===== config.mk =====
export PLATFORM = sky130hd
export DESIGN_NAME = rco_top
export DESIGN_NICKNAME = d
export VERILOG_FILES = /design/src/hw/rco_pkg.sv /design/src/hw/rco_if.sv /design/src/hw/rco_divider.sv /design/src/hw/rco_top.sv
export SDC_FILE = /design/constraint.sdc
export NUM_CORES = 1
export LEC_CHECK = 0
export ABC_AREA = 1
export BUFFER_PORTS_ARGS = -buffer_cell sky130_fd_sc_hd__buf_4
export CORE_ASPECT_RATIO = 2
export CORE_MARGIN = 8
export CORE_UTILIZATION = 40
export CTS_BUF_LIST = sky130_fd_sc_hd__clkbuf_8
export DETAILED_ROUTE_END_ITERATION = 8
export PLACE_DENSITY = 0.69
export RECOVER_POWER = 25
export SLEW_MARGIN = 20
export SYNTH_ARGS = -nofsm -noshare
export SYNTH_HDL_FRONTEND = slang
export SYNTH_SLANG_ARGS = --single-unit
export TNS_END_PERCENT = 100

===== constraint.sdc =====
create_clock -name CORE_CLK -period 2.4 [get_ports CORE_CLK]
set_clock_uncertainty 0.2 [all_clocks]
set_input_delay 0.12 -clock CORE_CLK [delete_from_list [all_inputs] [get_ports CORE_CLK]]
set_output_delay 0.12 -clock CORE_CLK [all_outputs]
set_load 0.05 [all_outputs]

===== src/hw/rco_pkg.sv =====
`default_nettype none
package rco_pkg;
  // register map (printed offset 0x17 is not a multiple of four: index, byte address is 4x)
  localparam logic [7:0]  CTRL_INDEX      = 8'h17;
  localparam logic [11:0] CTRL_BYTE_ADDR  = {2'b00, CTRL_INDEX, 2'b00};
  localparam logic [7:0]  STAT_INDEX      = 8'h18;
  localparam logic [11:0] STAT_BYTE_ADDR  = {2'b00, STAT_INDEX, 2'b00};
  localparam logic [15:0] CTRL_RESET      = 16'h0000;
  localparam logic [15:0] CTRL_WR_MASK    = 16'hFF37;
  // control field positions
  localparam int EN_BIT   = 15;
  localparam int SRC_LSB  = 11;
  localparam int FRQ_LSB  = 8;
  localparam int SQL_LSB  = 4;
  localparam int TYP_LSB  = 0;
  // codes
  localparam logic [3:0] SRC_MAX      = 4'h3;
  localparam logic [2:0] FRQ_25       = 3'h0;
  localparam logic [2:0] FRQ_125      = 3'h1;
  localparam logic [2:0] FRQ_31P25    = 3'h2;
  localparam logic [2:0] TYP_MAX      = 3'h2;
  localparam logic [1:0] SQL_AUTO     = 2'h0;
  localparam logic [1:0] SQL_RELAXED  = 2'h1;
  localparam logic [1:0] SQL_LINK     = 2'h2;
  localparam logic [1:0] SQL_OFF      = 2'h3;
  // divider: selected source clock is a 125 MHz sampled reference
  localparam logic [2:0] DIV_125      = 3'h0;
  localparam logic [2:0] DIV_25       = 3'h4;
  localparam logic [2:0] DIV_31P25    = 3'h3;
  // link mode codes per port
  typedef enum logic [2:0] {
    RCO_M_10, RCO_M_100, RCO_M_1000_MST, RCO_M_1000_SLV, RCO_M_OTHER
  } rco_mode_t;
endpackage
`default_nettype wire


===== src/hw/rco_if.sv =====
`default_nettype none
interface rco_if;
  logic       clk_in;
  logic [2:0] div_code;
  logic       run;
  logic       clk_out;
  modport ctrl (output div_code, output run, output clk_in, input clk_out);
  modport div  (input div_code, input run, input clk_in, output clk_out);
endinterface
`default_nettype wire


===== src/hw/rco_divider.sv =====
`default_nettype none
module rco_divider (
  input  wire logic CORE_CLK,
  input  wire logic RESETN,
  rco_if.div        bus
);
  typedef struct packed {
    logic       prev_reg;
    logic [2:0] cnt_reg;
    logic       out_reg;
  } rco_div_st_t;
  rco_div_st_t st_reg;
  rco_div_st_t st_next;
  logic        rise;
  assign rise = bus.clk_in & ~st_reg.prev_reg;
  // toggle out every half-period count of source rising edges; DIV_125 makes out follow the source directly
  always_comb begin
    st_next          = st_reg;
    st_next.prev_reg = bus.clk_in;
    if (!bus.run) begin
      st_next.cnt_reg = 3'h0;
      st_next.out_reg = 1'b0;
    end else if (bus.div_code == rco_pkg::DIV_125) begin
      st_next.out_reg = bus.clk_in;
    end else if (rise) begin
      if (st_reg.cnt_reg >= bus.div_code) begin
        st_next.cnt_reg = 3'h0;
        st_next.out_reg = ~st_reg.out_reg;
      end else begin
        st_next.cnt_reg = st_reg.cnt_reg + 3'h1;
      end
    end
  end
  always_ff @(posedge CORE_CLK or negedge RESETN) begin
    if (!RESETN) begin
      st_reg <= '0;
    end else begin
      st_reg <= st_next;
    end
  end
  assign bus.clk_out = st_reg.out_reg;
endmodule
`default_nettype wire


===== src/hw/rco_top.sv =====
// Decided for this implementation: the AXI4-Lite interface to the registers.
`default_nettype none
////////////////////////////////////////////////////////////////////////////////
module rco_top (
  input  wire logic        CORE_CLK,
  input  wire logic        RESETN,
  input  wire logic [11:0] S_AXI_AWADDR,
  input  wire logic        S_AXI_AWVALID,
  output logic             S_AXI_AWREADY,
  input  wire logic [31:0] S_AXI_WDATA,
  input  wire logic [3:0]  S_AXI_WSTRB,
  input  wire logic        S_AXI_WVALID,
  output logic             S_AXI_WREADY,
  output logic [1:0]       S_AXI_BRESP,
  output logic             S_AXI_BVALID,
  input  wire logic        S_AXI_BREADY,
  input  wire logic [11:0] S_AXI_ARADDR,
  input  wire logic        S_AXI_ARVALID,
  output logic             S_AXI_ARREADY,
  output logic [31:0]      S_AXI_RDATA,
  output logic [1:0]       S_AXI_RRESP,
  output logic             S_AXI_RVALID,
  input  wire logic        S_AXI_RREADY,
  input  wire logic [3:0]  SERDES_RECOVERED_CLOCK,
  input  wire logic [3:0]  COPPER_RECOVERED_CLOCK,
  input  wire logic [3:0]  COPPER_TRANSMIT_CLOCK,
  input  wire logic [3:0]  LINK_UP,
  input  wire logic [3:0]  LINK_STABLE,
  input  wire logic [11:0] LINK_MODE,
  input  wire logic [3:0]  EEE_ACTIVE,
  input  wire logic [3:0]  LP_IDLE_RX,
  input  wire logic        CLOCK_SQUELCH_IN,
  output logic             RECOVERED_CLOCK_ONE_OUTPUT
);
  ////////////////////////////////////////////////////////////////////////////////
  typedef struct packed {
    logic [15:0] ctrl_reg;
    logic        aw_reg;
    logic [11:0] awaddr_reg;
    logic        w_reg;
    logic [31:0] wdata_reg;
    logic [3:0]  wstrb_reg;
    logic        bvalid_reg;
    logic [1:0]  bresp_reg;
    logic        rvalid_reg;
    logic [31:0] rdata_reg;
    logic [1:0]  rresp_reg;
    logic [2:0]  sq1_reg;
    logic [2:0]  sq2_reg;
    logic [2:0]  sq3_reg;
    logic        sq_reg;
    logic        gate_reg;
  } rco_st_t;
  rco_st_t st_reg;
  rco_st_t st_next;

  logic [3:0]          src;
  logic [2:0]          frq;
  logic [1:0]          sql;
  logic [2:0]          typ;
  logic [1:0]          port;
  logic                codes_ok;
  logic                sel_clk;
  logic                link_ok;
  rco_pkg::rco_mode_t  mode;
  logic                pass_sql;
  logic                gate_now;
  logic                aw_hs;
  logic                w_hs;
  logic                ar_hs;
  logic [2:0]          sync_in;
  rco_if               dv ();

  function automatic logic [2:0] div_of(input logic [2:0] f);
    case (f)
      rco_pkg::FRQ_125:   div_of = rco_pkg::DIV_125;
      rco_pkg::FRQ_31P25: div_of = rco_pkg::DIV_31P25;
      default:            div_of = rco_pkg::DIV_25;
    endcase
  endfunction

  ////////////////////////////////////////////////////////////////////////////////
  assign src      = st_reg.ctrl_reg[rco_pkg::SRC_LSB +: 4];
  assign frq      = st_reg.ctrl_reg[rco_pkg::FRQ_LSB +: 3];
  assign sql      = st_reg.ctrl_reg[rco_pkg::SQL_LSB +: 2];
  assign typ      = st_reg.ctrl_reg[rco_pkg::TYP_LSB +: 3];
  assign port     = src[1:0];
  assign codes_ok = (src <= rco_pkg::SRC_MAX) && (frq <= rco_pkg::FRQ_31P25)
                    && (typ <= rco_pkg::TYP_MAX);
  assign mode     = rco_pkg::rco_mode_t'(LINK_MODE[3 * port +: 3]);
  assign link_ok  = LINK_UP[port] & LINK_STABLE[port];
  // the reclock paths are modelled as sampled levels on the core clock
  always_comb begin
    case (typ)
      3'h0:    sel_clk = SERDES_RECOVERED_CLOCK[port];
      3'h1:    sel_clk = COPPER_RECOVERED_CLOCK[port];
      default: sel_clk = COPPER_TRANSMIT_CLOCK[port];
    endcase
  end
  assign sync_in = {CLOCK_SQUELCH_IN, LINK_UP[port], sel_clk};

  always_comb begin
    case (sql)
      rco_pkg::SQL_AUTO: begin
        pass_sql = link_ok && !EEE_ACTIVE[port]
                   && (mode != rco_pkg::RCO_M_1000_MST) && (mode != rco_pkg::RCO_M_10);
      end
      rco_pkg::SQL_RELAXED: begin
        pass_sql = link_ok && (!EEE_ACTIVE[port] || LP_IDLE_RX[port]);
      end
      rco_pkg::SQL_LINK: pass_sql = st_reg.sq3_reg[1];
      default:           pass_sql = 1'b1;
    endcase
  end
  assign gate_now = st_reg.ctrl_reg[rco_pkg::EN_BIT] && codes_ok && pass_sql
                    && !st_reg.sq_reg;

  ////////////////////////////////////////////////////////////////////////////////
  assign aw_hs = S_AXI_AWVALID & S_AXI_AWREADY;
  assign w_hs  = S_AXI_WVALID & S_AXI_WREADY;
  assign ar_hs = S_AXI_ARVALID & S_AXI_ARREADY;
  assign S_AXI_AWREADY = !st_reg.aw_reg && !st_reg.bvalid_reg;
  assign S_AXI_WREADY  = !st_reg.w_reg && !st_reg.bvalid_reg;
  assign S_AXI_ARREADY = !st_reg.rvalid_reg;

  always_comb begin
    st_next         = st_reg;
    st_next.sq1_reg = sync_in;
    st_next.sq2_reg = st_reg.sq1_reg;
    st_next.sq3_reg = st_reg.sq2_reg;
    if (st_reg.sq2_reg[2] == st_reg.sq3_reg[2]) begin
      st_next.sq_reg = st_reg.sq3_reg[2];
    end
    st_next.gate_reg = gate_now;
    if (aw_hs) begin
      st_next.aw_reg     = 1'b1;
      st_next.awaddr_reg = S_AXI_AWADDR;
    end
    if (w_hs) begin
      st_next.w_reg     = 1'b1;
      st_next.wdata_reg = S_AXI_WDATA;
      st_next.wstrb_reg = S_AXI_WSTRB;
    end
    if (st_reg.aw_reg && st_reg.w_reg) begin
      st_next.aw_reg     = 1'b0;
      st_next.w_reg      = 1'b0;
      st_next.bvalid_reg = 1'b1;
      st_next.bresp_reg  = 2'b10;
      if ({st_reg.awaddr_reg[11:2], 2'b00} == rco_pkg::CTRL_BYTE_ADDR) begin
        st_next.bresp_reg = 2'b00;
        for (int i = 0; i < 2; i++) begin
          if (st_reg.wstrb_reg[i]) begin
            st_next.ctrl_reg[8*i +: 8] = st_reg.wdata_reg[8*i +: 8] & rco_pkg::CTRL_WR_MASK[8*i +: 8];
          end
        end
      end else if ({st_reg.awaddr_reg[11:2], 2'b00} == rco_pkg::STAT_BYTE_ADDR) begin
        st_next.bresp_reg = 2'b00;
      end
    end else if (st_reg.bvalid_reg && S_AXI_BREADY) begin
      st_next.bvalid_reg = 1'b0;
    end
    if (ar_hs) begin
      st_next.rvalid_reg = 1'b1;
      st_next.rresp_reg  = 2'b00;
      st_next.rdata_reg  = 32'h0000_0000;
      if ({S_AXI_ARADDR[11:2], 2'b00} == rco_pkg::CTRL_BYTE_ADDR) begin
        st_next.rdata_reg = {16'h0000, st_reg.ctrl_reg};
      end else if ({S_AXI_ARADDR[11:2], 2'b00} == rco_pkg::STAT_BYTE_ADDR) begin
        st_next.rdata_reg = {29'h0000_0000, st_reg.sq_reg, codes_ok, st_reg.gate_reg};
      end else begin
        st_next.rresp_reg = 2'b10;
      end
    end else if (st_reg.rvalid_reg && S_AXI_RREADY) begin
      st_next.rvalid_reg = 1'b0;
    end
  end

  always_ff @(posedge CORE_CLK or negedge RESETN) begin
    if (!RESETN) begin
      st_reg          <= '0;
      st_reg.ctrl_reg <= rco_pkg::CTRL_RESET;
    end else begin
      st_reg <= st_next;
    end
  end

  assign S_AXI_BVALID = st_reg.bvalid_reg;
  assign S_AXI_BRESP  = st_reg.bresp_reg;
  assign S_AXI_RVALID = st_reg.rvalid_reg;
  assign S_AXI_RDATA  = st_reg.rdata_reg;
  assign S_AXI_RRESP  = st_reg.rresp_reg;

  ////////////////////////////////////////////////////////////////////////////////
  assign dv.clk_in   = st_reg.sq3_reg[0];
  assign dv.div_code = div_of(frq);
  assign dv.run      = st_reg.gate_reg;
  rco_divider u_div (
    .CORE_CLK (CORE_CLK),
    .RESETN   (RESETN),
    .bus      (dv.div)
  );
  assign RECOVERED_CLOCK_ONE_OUTPUT = dv.clk_out & st_reg.gate_reg;
endmodule
`default_nettype wire


==> results.sh <==
export IMPL_status="finished, violations left"
export IMPL_violations="capacitance limit, slew limit"
export IMPL_muxShareOfSynthArea_pct=3.11
export IMPL_wl_met2_mm=4.83
export IMPL_start_kind="flip-flop"
export IMPL_cts_tree="done"
export IMPL_gr_total_overflow=0
export IMPL_dr_max_layer_used="met4"
export IMPL_p_int_w=0.00239
export IMPL_die_h_um=150
export IMPL_fp_dieW_um=83.2
export IMPL_path_clk_slew_ns=0.07
export IMPL_rrSetupSlack_ns=0.12
export IMPL_portBuffers=99
export IMPL_syn_cell_area_um2=3620
export IMPL_wire_per_inst_um=14.0
export IMPL_synth_top_cells_by_count="nand2_1, dfrtp_1, inv_1, nor2_1, buf_4"
export IMPL_swShare_pct=34.7
export IMPL_post_route_min_period_ns=2.28
export IMPL_rsz0062_at_grt="no"
export IMPL_antennaDiodeCount=0
export IMPL_nNetsFinal=652
export IMPL_finalMaxSlewViolations=74
export IMPL_dp_cells=592
export IMPL_synth_top_family_by_area="simple AND/OR/NAND/NOR gates"
export IMPL_grt_usage_pct=14.9
export IMPL_synth_ff_latch_count=73
export IMPL_ios=150
export IMPL_fmax_ghz=0.439
export IMPL_num_vias=3080
export IMPL_synthArstFlopShare_pct=100
export IMPL_synthTopCellsByArea="dfrtp_1, nand2_1, buf_4, inv_1, nor2_1"
export IMPL_wl_mm=9.04
export IMPL_synthXorXnorAreaFrac_pct=0.242
export IMPL_cp_max_fo=12
export IMPL_power_share_clock_pct=24.7
export IMPL_area_growth_pct=31.9
export IMPL_synthAdderAreaFrac_pct=1.66
export IMPL_finalSetupTns_ns=0
export IMPL_clock_sinks=73
export IMPL_tightest_slew_ns=1.57
export IMPL_grt_pass1_vias=3283
export IMPL_synth_top_flop_cell="dfrtp_1"
export IMPL_crit_required_ns=2.48
export IMPL_synth_edf_count=0
export IMPL_die_area_um2=12500
export IMPL_seq_power_share_pct=45.2
export IMPL_layout_drive_gt1_share_pct=22.8
export IMPL_yosysMostFrequentCell="nand2_1"
export IMPL_regArea_um2=1830
export IMPL_post_cts_buffers=0
export IMPL_post_route_period_util_pct=94.8
export IMPL_synth_top_cell_area_share_pct=50.5
export IMPL_drc=0
export IMPL_p_leak_nw=2.40
export IMPL_setup_viol=0
export IMPL_maxCapViolations=1
export IMPL_viasPerCell=4.76
export IMPL_power_switching_w=0.00127
export IMPL_ir_drop_mv=0.682
export IMPL_wl_met1_mm=3.29
export IMPL_num_rows=49
export IMPL_yosys_cell_types_count=32
export IMPL_initial_core_util_pct=40.7
export IMPL_ant_nets=0
export IMPL_combPwrFrac_pct=30.1
export IMPL_syn_avg_cell_area_um2=8.69
export IMPL_ctsRootBufferMaster="clkbuf_8"
export IMPL_cts_max_level=3
export IMPL_drt_iter0_drc=151
export IMPL_grt_pass1_wl_mm=15.2
export IMPL_cts_path_max_buffers=2
export IMPL_multi_input_area_um2=1330
export IMPL_hold_viol=0
export IMPL_insertion_delay_ns=0.34
export IMPL_cts_buffers=9
export IMPL_hp_class="in -> reg"
export IMPL_antenna_found_initial=0
export IMPL_synth_simple_gate_area_share_pct=18.6
export IMPL_synth_compound_area_share_pct=10.9
export IMPL_core_um2=8890
export IMPL_p_per_area_nw_per_um2=767
export IMPL_place_congestion=0.796
export IMPL_dr_wl_met3_um=600
export IMPL_grt_max_degree=74
export IMPL_firstDrtPassIters=4
export IMPL_fillerInstances=790
export IMPL_largest_reg_flops=34
export IMPL_crit_arrival_ns=2.36
export IMPL_seq_area_frac_synth_pct=50.5
export IMPL_syn_inst=416
export IMPL_relSlewSlack_pct=-4.76
export IMPL_yosys_area_top_type="dfrtp_1"
export IMPL_fin_cells=647
export IMPL_critical_path_class="reg -> reg"
export IMPL_end_kind="flip-flop"
export IMPL_ys_warnings_count=0
export IMPL_dp_hpwl_mm=6.69
## final timing paths
kind / start / endpoint / depth (start not counted)
min in group asynchronous: RESETN / st_reg[95] / 2
worst min-delay path: COPPER_RECOVERED_CLOCK[0] / st_next[5] / 5
worst max register to register: port[0] / st_next[6] / 6
worst min register to register: st_next[7] / st_next[4] / 0
max in group asynchronous: RESETN / port[1] / 2
worst max-delay path: port[0] / st_next[6] / 6
## per-layer routing
metal | vias to the layer above | track usage, %
met2 | 104 | 26.8
met5 | - | 0
met3 | 30 | 5.04
met1 | 1424 | 14.5
met4 | 0 | 8.76
li1 | 1522 | -
## final cells by class
type | count | area share (%)
timing repair buffer | 141 | 22.7
clock inverter | 3 | 0.289
inverter | 55 | 4.41
clock buffer | 13 | 3.75
sequential | 73 | 38.3
multi-input combinational | 260 | 27.8
tap | 102 | 2.68
## logic make-up (layout without fill, tap and decap cells)
| group | Yosys count | in the layout |
|---|---|---|
| adders and majority gates | 5 | 5 |
| and+or+nand+nor | 156 | 156 |
| other | 1 | 21 |
| muxes | 10 | 10 |
| DFF | 73 | 73 |
| buffers and inverters | 103 | 212 |
| xor gates and xnor gates | 1 | 1 |
| AOI/OAI and AO/OA | 67 | 67 |
## layout by cell type, fill, tap and decap left out
master         synthesis  final
nand2_1               79     79
o21ai_0               23     22
a31oi_1                3      3
o21ai_1                0      1
dfrtp_1               73     72
nor2_1                43     43
ha_1                   4      4
nor3_4                 1      1
clkinv_2               0      2
clkbuf_8               0     13
o311ai_0               1      1
dlygate4sd3_1          0     39
a21oi_1               22     22
clkinvlp_4             0      1
conb_1                 1     21
nand3_4                1      1
nand2_2                2      2
o211ai_1               1      1
nand3_1               19     19
buf_4                 36     81
o31ai_1                7      7
nand3b_1               1      1
dfrtp_2                0      1
o21ai_2                8      8
nor4_1                 1      1
or2_4                  1      1
xor2_1                 1      1
buf_2                  6      1
nand4_1                4      4
clkbuf_4               0      1
nand3_2                1      1
maj3_1                 1      1
mux2_2                10     10
inv_1                 55     55
nor3_1                 3      3
clkbuf_1               4     19
o22ai_1                2      2
## stage by stage
stage / util [%] / hold WS (ns) / worst slack, ns / cell area (um^2) / total power [W]
after floorplan: - / -0.376 / 0.00361 / 3690 / 0.00247
after global placement: 47.9 / 0.0309 / 0.393 / 4250 / 0.00271
after detailed placement: 47.9 / 0.0306 / 0.232 / 4250 / 0.00275
after CTS: 54.4 / 0.00232 / 0.0534 / 4840 / 0.00372
after global routing: 53.6 / 0.0383 / 0.0232 / 4770 / 0.00388
final: 53.6 / 0.0118 / 0.124 / 4770 / 0.00366
## worst max-delay path: stages, from the launching register on
cell and delay (ns):
dfrtp_1 0.40, clkinvlp_4 0.24, nand2_1 0.11, nand3_1 0.06, dlygate4sd3_1 0.56, nand2_1 0.09
dlygate4sd3_1 0.55
## timing repair
| action | CTS | global route |
|---|---|---|
| setup endpoints to repair | 0 | 2 |
| hold buffers | 39 | 0 |
| gates resized for setup | 0 | 3 |
| hold endpoints to repair | 107 | 0 |
## power groups by stage
stage | combinational (W) | clock, W | sequential (W)
after floorplan | 0.000807 | 0 | 0.00166
after global placement | 0.00106 | 0 | 0.00165
after detailed placement | 0.00108 | 0 | 0.00167
after CTS | 0.00114 | 0.000932 | 0.00164
after global routing | 0.00122 | 0.000979 | 0.00168
final | 0.00110 | 0.000903 | 0.00165
No activity file was read; power rests on OpenSTA's default activity.
